<file path="src/sfr_pkg.sv">
/*
 Package for the safety fault reporter: register map, codes, field positions, timing.
 Assumes a 125 MHz system clock and a 32-bit Avalon-MM register bus.
*/
package sfr_pkg;
    localparam int CLK_HZ = 125_000_000;
    localparam int SYNC_WINDOW_MS = 1000;
    localparam int SYNC_WINDOW_CYC = CLK_HZ / 1000 * SYNC_WINDOW_MS;
    localparam int STOP_DELAY_DEF = 1000;

    localparam logic [3:0] ADDR_ERROR_CODE = 4'h0;
    localparam logic [3:0] ADDR_ERROR_SUB = 4'h1;
    localparam logic [3:0] ADDR_WARNING = 4'h2;
    localparam logic [3:0] ADDR_CONTROL = 4'h3;
    localparam logic [3:0] ADDR_IRQ_STATUS = 4'h4;
    localparam logic [3:0] ADDR_IRQ_MASK = 4'h5;
    localparam logic [3:0] ADDR_STOP_DELAY = 4'h6;
    localparam logic [3:0] ADDR_STATE = 4'h7;

    localparam logic [15:0] ERR_NONE = 16'h0000;
    localparam logic [15:0] ERR_SAFE_STATE = 16'h0190;
    localparam logic [15:0] ERR_CHANNEL = 16'h0191;
    localparam logic [15:0] ERR_COMM = 16'h0192;

    localparam logic [7:0] SUB_CHANNEL = 8'h01;
    localparam logic [7:0] SUB_EXCEPTION = 8'h02;

    localparam int WARN_DELAYED_STOP_BIT = 12;
    localparam int WARN_SYNC_BIT = 13;

    localparam int CTRL_ACK_BIT = 0;
    localparam int CTRL_MODE_BIT = 1;

    localparam int IRQ_ERR_BIT = 0;
    localparam int IRQ_WARN_BIT = 1;
    localparam int IRQ_ACK_REFUSED_BIT = 2;
    localparam int IRQ_WIDTH = 3;

    localparam logic [31:0] STOP_DELAY_RESET = 32'h0000_0000;
    localparam logic [31:0] BAD_ADDR_DATA = 32'hdead_0000;

    typedef enum logic [2:0] {
        SFR_RUN,
        SFR_STOP_DELAY,
        SFR_SAFE,
        SFR_FAULT_SYNC,
        SFR_FAULT_HARD
    } sfr_state_t;
endpackage

</file>
<file path="src/sfr_sync_window.sv">
/*
 Two-channel sync window monitor for one safety input pair.
 Assumes channel inputs already synchronous to clk; reset is the released copy.
*/
`timescale 1ns/100ps
module sfr_sync_window #(
    parameter int WINDOW_CYC = sfr_pkg::SYNC_WINDOW_CYC
) (
    input wire logic clk,
    input wire logic rst_n,
    input wire logic ch_a,
    input wire logic ch_b,
    input wire logic cross_short,
    output logic sync_fault,
    output logic cross_fault
);
    typedef struct packed {
        logic a_d;
        logic b_d;
        logic running;
        logic [31:0] cnt;
        logic sync_fault;
        logic cross_fault;
    } sfr_sw_t;

    sfr_sw_t s_reg;
    sfr_sw_t s_next;

    if (WINDOW_CYC < 1) begin
        $error("sync window must be at least one cycle");
    end

    always_comb begin
        s_next = s_reg;
        s_next.a_d = ch_a;
        s_next.b_d = ch_b;
        s_next.sync_fault = 1'b0;
        s_next.cross_fault = cross_short;
        if ((ch_a ^ s_reg.a_d) || (ch_b ^ s_reg.b_d)) begin
            // Mismatch starts the window, agreement cancels it
            if (ch_a != ch_b) begin
                s_next.running = 1'b1;
                s_next.cnt = '0;
            end else begin
                s_next.running = 1'b0;
            end
        end else if (s_reg.running) begin
            if (s_reg.cnt >= 32'(WINDOW_CYC - 1)) begin
                s_next.sync_fault = 1'b1;
                s_next.running = 1'b0;
            end else begin
                s_next.cnt = s_reg.cnt + 32'h0000_0001;
            end
        end
    end

    always_ff @(posedge clk or negedge rst_n) begin
        if (!rst_n) begin
            s_reg <= '0;
            // Closed-circuit idle level, so no false edge after reset
            s_reg.a_d <= 1'b1;
            s_reg.b_d <= 1'b1;
        end else begin
            s_reg <= s_next;
        end
    end

    assign sync_fault = s_reg.sync_fault;
    assign cross_fault = s_reg.cross_fault;
endmodule

</file>
<file path="src/sfr_top.sv">
/*
 Safety fault reporter: error code, warning word, control word over Avalon-MM.
 Assumes synchronous safety inputs and fault flags from the safety module.
*/
// The register offsets and the Avalon-MM interface to the registers were chosen for this implementation.
// Notes on behaviour
// - Safety errors appear as numeric code in error code register.
// - Warnings appear in a separate warning word register.
// - Errors 400 and 401 subindex 1 stay latched until acknowledged via control word after cause removed.
// - Warning bits follow their condition and need no acknowledge.
// - Correct torque-off or delayed stop reaching safe state posts code 400.
// - Module-detected torque-off fault posts code 400 with safe state held.
// - Channel pair not agreeing within one second posts 401 subindex 1.
// - Cross-circuit between channels posts 401 subindex 1.
// - Internal exception posts 401 subindex two or more; only reset recovers.
// - Internal communication torque-off fault forces safe state, posts 402.
// - Delayed stop sets warning bit 12, safe state after stop delay.
// - Sync violation also sets warning bit 13.
// - After acknowledged channel error a new trigger is accepted.
// - Safe state drives safe-state output; module error drives module-error output.
`timescale 1ns/100ps
module sfr_top #(
    parameter int SYNC_WINDOW_CYC = sfr_pkg::SYNC_WINDOW_CYC
) (
    input wire logic clk,
    input wire logic rst_n,
    input wire logic [3:0] avs_address,
    input wire logic avs_read,
    input wire logic avs_write,
    input wire logic [31:0] avs_writedata,
    output logic [31:0] avs_readdata,
    output logic avs_waitrequest,
    input wire logic safety_in_a,
    input wire logic safety_in_b,
    input wire logic cross_short,
    input wire logic module_torque_fault,
    input wire logic comm_torque_fault,
    input wire logic exception_fault,
    input wire logic [7:0] exception_sub,
    output logic torque_off,
    output logic safe_state_output,
    output logic module_error_output,
    output logic irq
);
    typedef struct packed {
        logic [15:0] err_code;
        logic [7:0] err_sub;
        logic [15:0] warn;
        logic delayed_mode;
        logic [31:0] stop_delay;
        logic [31:0] delay_cnt;
        logic [sfr_pkg::IRQ_WIDTH-1:0] irq_status;
        logic [sfr_pkg::IRQ_WIDTH-1:0] irq_mask;
        sfr_pkg::sfr_state_t state;
        logic [31:0] rdata;
        logic ack_done;
        logic torque_off;
        logic safe_out;
        logic err_out;
        logic irq;
    } sfr_top_t;

    sfr_top_t s_reg;
    sfr_top_t s_next;
    logic rst_int_n;
    logic sync_fault;
    logic cross_fault;
    logic inputs_closed;
    logic ch_fault;
    logic wr_ack;
    logic [15:0] warn_now;
    logic [31:0] rd_mux;

    if (SYNC_WINDOW_CYC < 1) begin
        $error("SYNC_WINDOW_CYC must be positive");
    end

    // Reset release through two flops
    logic [1:0] rst_pipe;
    always_ff @(posedge clk or negedge rst_n) begin
        if (!rst_n) begin
            rst_pipe <= 2'b00;
        end else begin
            rst_pipe <= {rst_pipe[0], 1'b1};
        end
    end
    assign rst_int_n = rst_pipe[1];

    sfr_sync_window #(
        .WINDOW_CYC(SYNC_WINDOW_CYC)
    ) u_sync (
        .clk(clk),
        .rst_n(rst_int_n),
        .ch_a(safety_in_a),
        .ch_b(safety_in_b),
        .cross_short(cross_short),
        .sync_fault(sync_fault),
        .cross_fault(cross_fault)
    );

    assign inputs_closed = safety_in_a & safety_in_b;
    assign ch_fault = sync_fault | cross_fault;
    // Writes act at the answer edge, where waitrequest is seen low
    assign wr_ack = avs_write && s_reg.ack_done && (avs_address == sfr_pkg::ADDR_CONTROL)
        && avs_writedata[sfr_pkg::CTRL_ACK_BIT];

    always_comb begin
        warn_now = 16'h0000;
        warn_now[sfr_pkg::WARN_DELAYED_STOP_BIT] = (s_reg.state == sfr_pkg::SFR_STOP_DELAY);
        // Sync warning holds while the channel error is pending and the inputs are not both closed
        warn_now[sfr_pkg::WARN_SYNC_BIT] = (s_reg.state == sfr_pkg::SFR_FAULT_SYNC) && !inputs_closed;
    end

    always_comb begin
        case (avs_address)
            sfr_pkg::ADDR_ERROR_CODE: rd_mux = {16'h0000, s_reg.err_code};
            sfr_pkg::ADDR_ERROR_SUB: rd_mux = {24'h000000, s_reg.err_sub};
            sfr_pkg::ADDR_WARNING: rd_mux = {16'h0000, s_reg.warn};
            sfr_pkg::ADDR_CONTROL: rd_mux = {30'h00000000, s_reg.delayed_mode, 1'b0};
            sfr_pkg::ADDR_IRQ_STATUS: rd_mux = {29'h00000000, s_reg.irq_status};
            sfr_pkg::ADDR_IRQ_MASK: rd_mux = {29'h00000000, s_reg.irq_mask};
            sfr_pkg::ADDR_STOP_DELAY: rd_mux = s_reg.stop_delay;
            sfr_pkg::ADDR_STATE: rd_mux = {29'h00000000, s_reg.state};
            default: rd_mux = sfr_pkg::BAD_ADDR_DATA;
        endcase
    end

    always_comb begin
        logic [sfr_pkg::IRQ_WIDTH-1:0] ev;
        logic [sfr_pkg::IRQ_WIDTH-1:0] clr;
        ev = '0;
        clr = '0;
        s_next = s_reg;
        s_next.warn = warn_now;
        // One wait cycle per access; ack_done marks the answer cycle
        s_next.ack_done = (avs_read || avs_write) && !s_reg.ack_done;
        s_next.rdata = rd_mux;

        if (avs_write && s_reg.ack_done) begin
            case (avs_address)
                sfr_pkg::ADDR_CONTROL: s_next.delayed_mode = avs_writedata[sfr_pkg::CTRL_MODE_BIT];
                sfr_pkg::ADDR_IRQ_STATUS: clr = avs_writedata[sfr_pkg::IRQ_WIDTH-1:0];
                sfr_pkg::ADDR_IRQ_MASK: s_next.irq_mask = avs_writedata[sfr_pkg::IRQ_WIDTH-1:0];
                sfr_pkg::ADDR_STOP_DELAY: s_next.stop_delay = avs_writedata;
                default: ;
            endcase
        end

        if (exception_fault) begin
            s_next.state = sfr_pkg::SFR_FAULT_HARD;
            s_next.err_code = sfr_pkg::ERR_CHANNEL;
            s_next.err_sub = (exception_sub < sfr_pkg::SUB_EXCEPTION) ? sfr_pkg::SUB_EXCEPTION : exception_sub;
            if (s_reg.state != sfr_pkg::SFR_FAULT_HARD) ev[sfr_pkg::IRQ_ERR_BIT] = 1'b1;
        end else if (comm_torque_fault && s_reg.state != sfr_pkg::SFR_FAULT_HARD) begin
            s_next.state = sfr_pkg::SFR_FAULT_HARD;
            s_next.err_code = sfr_pkg::ERR_COMM;
            s_next.err_sub = 8'h00;
            ev[sfr_pkg::IRQ_ERR_BIT] = 1'b1;
        end else begin
            case (s_reg.state)
                sfr_pkg::SFR_RUN: begin
                    if (ch_fault) begin
                        s_next.state = sfr_pkg::SFR_FAULT_SYNC;
                        s_next.err_code = sfr_pkg::ERR_CHANNEL;
                        s_next.err_sub = sfr_pkg::SUB_CHANNEL;
                        ev[sfr_pkg::IRQ_ERR_BIT] = 1'b1;
                        ev[sfr_pkg::IRQ_WARN_BIT] = sync_fault;
                    end else if (module_torque_fault) begin
                        s_next.state = sfr_pkg::SFR_SAFE;
                        s_next.err_code = sfr_pkg::ERR_SAFE_STATE;
                        s_next.err_sub = 8'h00;
                        ev[sfr_pkg::IRQ_ERR_BIT] = 1'b1;
                    end else if (!safety_in_a && !safety_in_b) begin
                        if (s_reg.delayed_mode) begin
                            s_next.state = sfr_pkg::SFR_STOP_DELAY;
                            s_next.delay_cnt = '0;
                            ev[sfr_pkg::IRQ_WARN_BIT] = 1'b1;
                        end else begin
                            s_next.state = sfr_pkg::SFR_SAFE;
                            s_next.err_code = sfr_pkg::ERR_SAFE_STATE;
                            s_next.err_sub = 8'h00;
                            ev[sfr_pkg::IRQ_ERR_BIT] = 1'b1;
                        end
                    end
                end
                sfr_pkg::SFR_STOP_DELAY: begin
                    if (s_reg.delay_cnt >= s_reg.stop_delay) begin
                        s_next.state = sfr_pkg::SFR_SAFE;
                        s_next.err_code = sfr_pkg::ERR_SAFE_STATE;
                        s_next.err_sub = 8'h00;
                        ev[sfr_pkg::IRQ_ERR_BIT] = 1'b1;
                    end else begin
                        s_next.delay_cnt = s_reg.delay_cnt + 32'h0000_0001;
                    end
                end
                sfr_pkg::SFR_SAFE, sfr_pkg::SFR_FAULT_SYNC: begin
                    if (wr_ack) begin
                        if (inputs_closed && !ch_fault && !module_torque_fault) begin
                            s_next.state = sfr_pkg::SFR_RUN;
                            s_next.err_code = sfr_pkg::ERR_NONE;
                            s_next.err_sub = 8'h00;
                        end else begin
                            ev[sfr_pkg::IRQ_ACK_REFUSED_BIT] = 1'b1;
                        end
                    end
                end
                sfr_pkg::SFR_FAULT_HARD: begin
                    if (wr_ack) ev[sfr_pkg::IRQ_ACK_REFUSED_BIT] = 1'b1;
                end
                default: s_next.state = sfr_pkg::SFR_SAFE;
            endcase
        end

        // Set beats clear
        s_next.irq_status = (s_reg.irq_status & ~clr) | ev;
        s_next.irq = |(s_next.irq_status & s_next.irq_mask);
        s_next.torque_off = (s_next.state != sfr_pkg::SFR_RUN) && (s_next.state != sfr_pkg::SFR_STOP_DELAY);
        s_next.safe_out = s_next.torque_off;
        s_next.err_out = (s_next.state == sfr_pkg::SFR_FAULT_SYNC) || (s_next.state == sfr_pkg::SFR_FAULT_HARD)
            || (s_next.state == sfr_pkg::SFR_SAFE && module_torque_fault);
    end

    always_ff @(posedge clk or negedge rst_int_n) begin
        if (!rst_int_n) begin
            s_reg <= '0;
            s_reg.state <= sfr_pkg::SFR_RUN;
            s_reg.stop_delay <= sfr_pkg::STOP_DELAY_RESET;
        end else begin
            s_reg <= s_next;
        end
    end

    always_ff @(posedge clk or negedge rst_int_n) begin
        if (!rst_int_n) begin
            avs_waitrequest <= 1'b1;
        end else begin
            avs_waitrequest <= !((avs_read || avs_write) && !s_reg.ack_done && avs_waitrequest);
        end
    end

    assign avs_readdata = s_reg.rdata;
    assign torque_off = s_reg.torque_off;
    assign safe_state_output = s_reg.safe_out;
    assign module_error_output = s_reg.err_out;
    assign irq = s_reg.irq;
endmodule

</file>
<file path="config.mk">
export PLATFORM = sky130hd
export DESIGN_NAME = sfr_top
export DESIGN_NICKNAME = d
export VERILOG_FILES = /design/src/sfr_pkg.sv /design/src/sfr_sync_window.sv /design/src/sfr_top.sv
export SDC_FILE = /design/constraint.sdc
export NUM_CORES = 1
export LEC_CHECK = 0
export BUFFER_PORTS_ARGS = -buffer_cell sky130_fd_sc_hd__buf_2
export CAP_MARGIN = 20
export CELL_PAD_IN_SITES_DETAIL_PLACEMENT = 0
export CELL_PAD_IN_SITES_GLOBAL_PLACEMENT = 1
export CORE_MARGIN = 8
export CORE_UTILIZATION = 35
export CTS_CLUSTER_DIAMETER = 100
export DETAILED_ROUTE_END_ITERATION = 16
export PLACE_DENSITY = 0.61
export SKIP_CTS_REPAIR_TIMING = 1
export SYNTH_ARGS = -nofsm -noshare
export SYNTH_HDL_FRONTEND = slang
export SYNTH_HIERARCHICAL = 1
export SYNTH_SLANG_ARGS = --single-unit
</file>
<file path="constraint.sdc">
create_clock -name clk -period 6.44 [get_ports clk]
set_input_delay 0.966 -clock clk [delete_from_list [all_inputs] [get_ports clk]]
set_output_delay 0.966 -clock clk [all_outputs]
set_load 0.01 [all_outputs]
</file>
# Word-level counts from Yosys, hierarchy flattened
# Cells that the tools add are included.
# totals
ramBits	0
reg_bits	176
latchBits	0
out_inout_bits	37
wordCells	160
romBits	0
memories	0
# op_classes
mux	58
n_eq_ne	29
add_sub_neg	2
n_reduce_logical	36
bitwise_logic	10
n_div	0
n_lt_le_gt_ge	3
mul	0
n_shift	0
# op_table
op	count
$pmux W32 S8	1
$mux W32	7
$mux W24	9
$pmux W24 S3	1
$add A32 B1 Y32 const B	2
$pmux W32 S2	1
$mux W3	12
$mux W34	1
$mux W33	1
$ge A32 B27 Y1 const B	1
$ge A32 B32 Y1	1
$eq A4 B3 Y1 const B	4
$mux W1	16
$eq A3 B2 Y1 const B	4
$logic_and A1 B1 Y1	12
$ne A2 B2 Y1 const B	6
$ne A6 B6 Y1 const B	2
$pmux W3 S4	1
$mux W2	5
$eq A4 B2 Y1 const B	2
$lt A8 B2 Y1 const B	1
$mux W8	1
$ne A4 B4 Y1 const B	2
$reduce_and A8 Y1	1
28 further kinds	44

# Longest topological paths before layout
# depth
ltp_word	12
mapped_depth	11
ltp_nobuf	9

# Hierarchy
# Netlist, hierarchy kept.
# modules_own_cells
module	cells_per_inst	area_per_inst_um2	n_inst
sfr_top	674	6510.0	1
sfr_sync_window	211	1948.1	1

# Worst setup path after synthesis
# OpenSTA, ideal clock, no wires.
# synth_path
path_type	input to register
start	in avs_address[3]
end	reg s_reg[73] (netlist name)
arrival_ps	2879
path_buffers	1
slack_ps	3437
path_stages	8
setup_time_ps	124
path_cell_list	nand2b_1 -> or4_4 -> o31ai_4 -> nand4_1 -> o21ai_0 -> a21bo_1 -> buf_6 -> a211o_1
# synth_lines
element	line_no	text
start, declared	sfr_top.sv:27	input wire logic [3:0] avs_address,
end signal, assigned	sfr_top.sv:229	s_reg <= s_next;
end, declared	sfr_top.sv:63	sfr_top_t s_reg;

# Final worst setup path
# layout_path
start	reg s_reg[69] (netlist name)
end	reg s_reg[72] (netlist name)
# layout_between
elab_chain_cells	3
elab_cells_between_ends	6
classes_between	1 x add/sub; 1 x order compare; 1 x eq/ne; 2 x mux; 1 x reduce/logical
# layout_rtl
element	line_no
$ge A32 B32 Y1 / $add A32 B1 Y32 (equally long branches)	sfr_top.sv:187, sfr_top.sv:193
$ne A2 B2 Y1 (no source line) / $mux W32 (equally long branches)	--
$reduce_and A8 Y1 (no source line) / $pmux W32 S2 (equally long branches)	--
# Parallel ways exist; a longest one is shown, timed or not. The select of a mux whose other input is x is not followed.
# A chain may end at the register's enable or synchronous reset.

==> impl_metrics.json <==
{
  "synthToLayoutAreaGrowth_pct": 12.9,
  "worstMarginPinSlew_ns": 0.960,
  "synth_ff_type": "dfrtp_1",
  "place.detailed.hpwl_um": 17100,
  "die_x_um": 171,
  "most-common-layout-cells": "dfrtp_1, nand2_1, buf_2",
  "yosysUniqueCellTypes": 77,
  "drc": 0,
  "drv_cap": 0,
  "critical_path_class": "reg2reg",
  "core_um2": 24000,
  "powerDensity_nw_per_um2": 260,
  "finalInstanceArea_um2": 9550,
  "p_leak_uw": 0.00437,
  "num_io_pins": 91,
  "drt_wl_total_um": 23300,
  "grt_max_degree": 76,
  "first_pass_iters": 5,
  "regToRegSetupSlack_ns": 2.82,
  "die_h_um": 171,
  "layout.nets": 1019,
  "setup_viol": 0,
  "drt_first_iter_violations": 419,
  "dieArea_um2": 29400,
  "final_util_pct": 39.7,
  "antenna_found_initial": 0,
  "ys_seq_area_share_pct": 48.3,
  "synthArstFlopShare_pct": 100,
  "rsz0062_at_grt": "false",
  "drive_above_1_share_pct": 18.1,
  "finalHoldViolCount": 0,
  "wl_per_cell_um": 18.3,
  "crit_arrival_ns": 3.93,
  "cts-root-buf": "clkbuf_16",
  "holdCritPathClass": "in2async",
  "ir_drop_uv": 161,
  "layout_commonest_cell": "dfrtp_1",
  "cts_made_buffers": 17,
  "largest_reg_flops": 88,
  "grt_pass1_wl_um": 37300,
  "reg2regPathDepth": 9,
  "period_minus_slack_ns": 3.62,
  "fin_cells": 1268,
  "ant_nets": 0,
  "viasPerCell": 5.23,
  "syn_area_per_cell_um2": 9.56,
  "ys_ff_latch": 163,
  "cp_max_fo": 12,
  "antennaDiodeCount": 0,
  "worstSkewPairLatency_ns": 0.43,
  "period_share_pct": 56.3,
  "synth.cell_area_um2": 8460,
  "numPortBuffers": 90,
  "finalClockSkew_ns": 0.00978,
  "clock_sinks": 163,
  "rows": 57,
  "placed_cell_area_um2": 8940,
  "ys.warnings.count": 6,
  "path_clk_slew_ns": 0.07,
  "synth_nets": 973,
  "slew_violations": 0,
  "worstPathRequired_ns": 6.74,
  "setup_tns_ns": 0,
  "htree_levels": 4,
  "clock.fmax_mhz": 276,
  "dp_cells": 1234,
  "start_kind": "flip-flop",
  "slew_headroom_pct": 36.0,
  "gp_congestion": 0.809,
  "grt_usage_pct": 16.4,
  "synth_enable_flop_cells": 0,
  "status": "finished clean",
  "r2r_start": "s_reg[69]$_DFFE_PN0P_",
  "grt_pass1_vias": 6511,
  "cts_buffer_depth": 2,
  "overflow": 0,
  "reg2reg_to": "s_reg[72]$_DFFE_PN0P_",
  "cts_tree": "yes",
  "start_util_pct": 35.2,
  "netlist_instances": 885,
  "nFillCells": 2418,
  "num_vias": 6630,
  "critPathCaptureType": "flip-flop"
}
==> final cells by class <==
type / instances / area [um^2] / share of cell area [%]
Clock buffer: 19 / 453 / 4.74
Timing Repair Buffer: 98 / 527 / 5.52
Multi-Input combinational cell: 603 / 3770 / 39.4
Inverter: 48 / 180 / 1.89
Clock inverter: 13 / 129 / 1.35
Tap cell: 324 / 405 / 4.25
Sequential cell: 163 / 4090 / 42.8
==> how the worst max path moves through the flow <==
| stage | startpoint | end | slack, ns | cells past startpoint |
|---|---|---|---|---|
| 3_3_place_gp | avs_address[2] | s_reg[72]$_DFFE_PN0P_ | 2.54 | 8 |
| 5_1_grt | s_reg[39]$_DFF_PN0_ | s_reg[72]$_DFFE_PN0P_ | 2.53 | 8 |
| 2_1_floorplan | rst_pipe[1]$_DFF_PN0_ | avs_readdata[0]$_DFF_PN0_ | 1.57 | 0 |
| 3_5_place_dp | avs_address[0] | s_reg[55]$_DFFE_PN0P_ | 2.74 | 9 |
| 6_report | s_reg[69]$_DFFE_PN0P_ | s_reg[72]$_DFFE_PN0P_ | 2.82 | 9 |
| 4_1_cts | s_reg[91]$_DFFE_PN0P_ | s_reg[135]$_DFFE_PN0P_ | 2.80 | 9 |
==> cells in the mapped netlist (3+ instances only) <==
cell type | number | area share (%)
dfrtp_1 | 160 | 47
nand2_1 | 117 | 5.2
o21ai_0 | 78 | 4.6
a21oi_1 | 52 | 3.1
inv_1 | 48 | 2.1
nor2_1 | 45 | 2.0
buf_4 | 34 | 3.0
ha_1 | 34 | 5.0
nand3_1 | 33 | 2.0
clkbuf_1 | 26 | 1.2
a31oi_1 | 18 | 1.3
and3_1 | 18 | 1.3
nand4_1 | 18 | 1.3
nor3_1 | 18 | 1.1
and2_1 | 17 | 1.3
o31ai_1 | 13 | 1.2
a22o_1 | 10 | 1.0
mux2_2 | 9 | 1.2
a21o_1 | 8 | 0.71
mux2i_1 | 8 | 0.95
o21a_1 | 6 | 0.53
or4_1 | 6 | 0.53
a41oi_1 | 5 | 0.52
and2_2 | 5 | 0.44
buf_2 | 5 | 0.30
nand2b_1 | 5 | 0.37
o41ai_1 | 5 | 0.52
a221o_1 | 4 | 0.47
and4_1 | 4 | 0.41
nor3b_1 | 4 | 0.36
nor4_1 | 4 | 0.30
o22a_1 | 4 | 0.41
buf_6 | 3 | 0.40
dfstp_2 | 3 | 0.93
o2bb2ai_1 | 3 | 0.31
or2_2 | 3 | 0.22
or3_1 | 3 | 0.22
==> per-stage QoR <==
stage | worst slack [ns] | power, uW | hold WS (ns)
after global placement | 2.54 | 1490 | 0.336
after global routing | 2.53 | 2600 | 0.283
after floorplan | 1.57 | 1380 | 0.331
after detailed placement | 2.74 | 1490 | 0.336
final | 2.82 | 2480 | 0.301
after CTS | 2.80 | 2510 | 0.281
==> critical path, stage by stage, from the launching register on <==
cell and delay (ns):
dfrtp_1 0.46, ha_1 0.36, a21oi_1 0.14, o21ai_0 0.10, a221oi_1 0.61, nand2_1 0.25, or3_1 0.63, a21boi_2 0.60
buf_6 0.25, a31oi_1 0.09
==> kinds of logic (layout without fill, tap and decap cells) <==
family                   Yosys count  in the layout  share of synthesized area (%)
flip-flops                       163            163                           48.3
buffers and inverters            119            178                           7.34
XOR/XNOR                           2              2                          0.207
AND/OR/NAND/NOR                  312            312                           18.3
other                              1              1                         0.0443
AO/OA/AOI/OAI                    234            234                           18.1
multiplexers                      19             19                           2.68
adder cells (fa/ha/maj)           35             35                           5.15
==> layer usage <==
metal  part of all wire (%)  GRT usage [%]  vias to the layer above
met3                    3.3           2.50                       18
met1                     48           23.2                     3257
met4                    1.8           5.60                        0
li1                       -              -                     3233
met2                     47           25.1                      122
met5                      0              0                        -
==> power breakdown <==
part	switching, uW	internal, uW	leakage, uW
sequential	55.8	1110	0.00208
clock	476	537	0.000289
combinational	189	113	0.00200
total	720	1760	0.00437
Note: power is estimated with default switching activity, not from simulation.
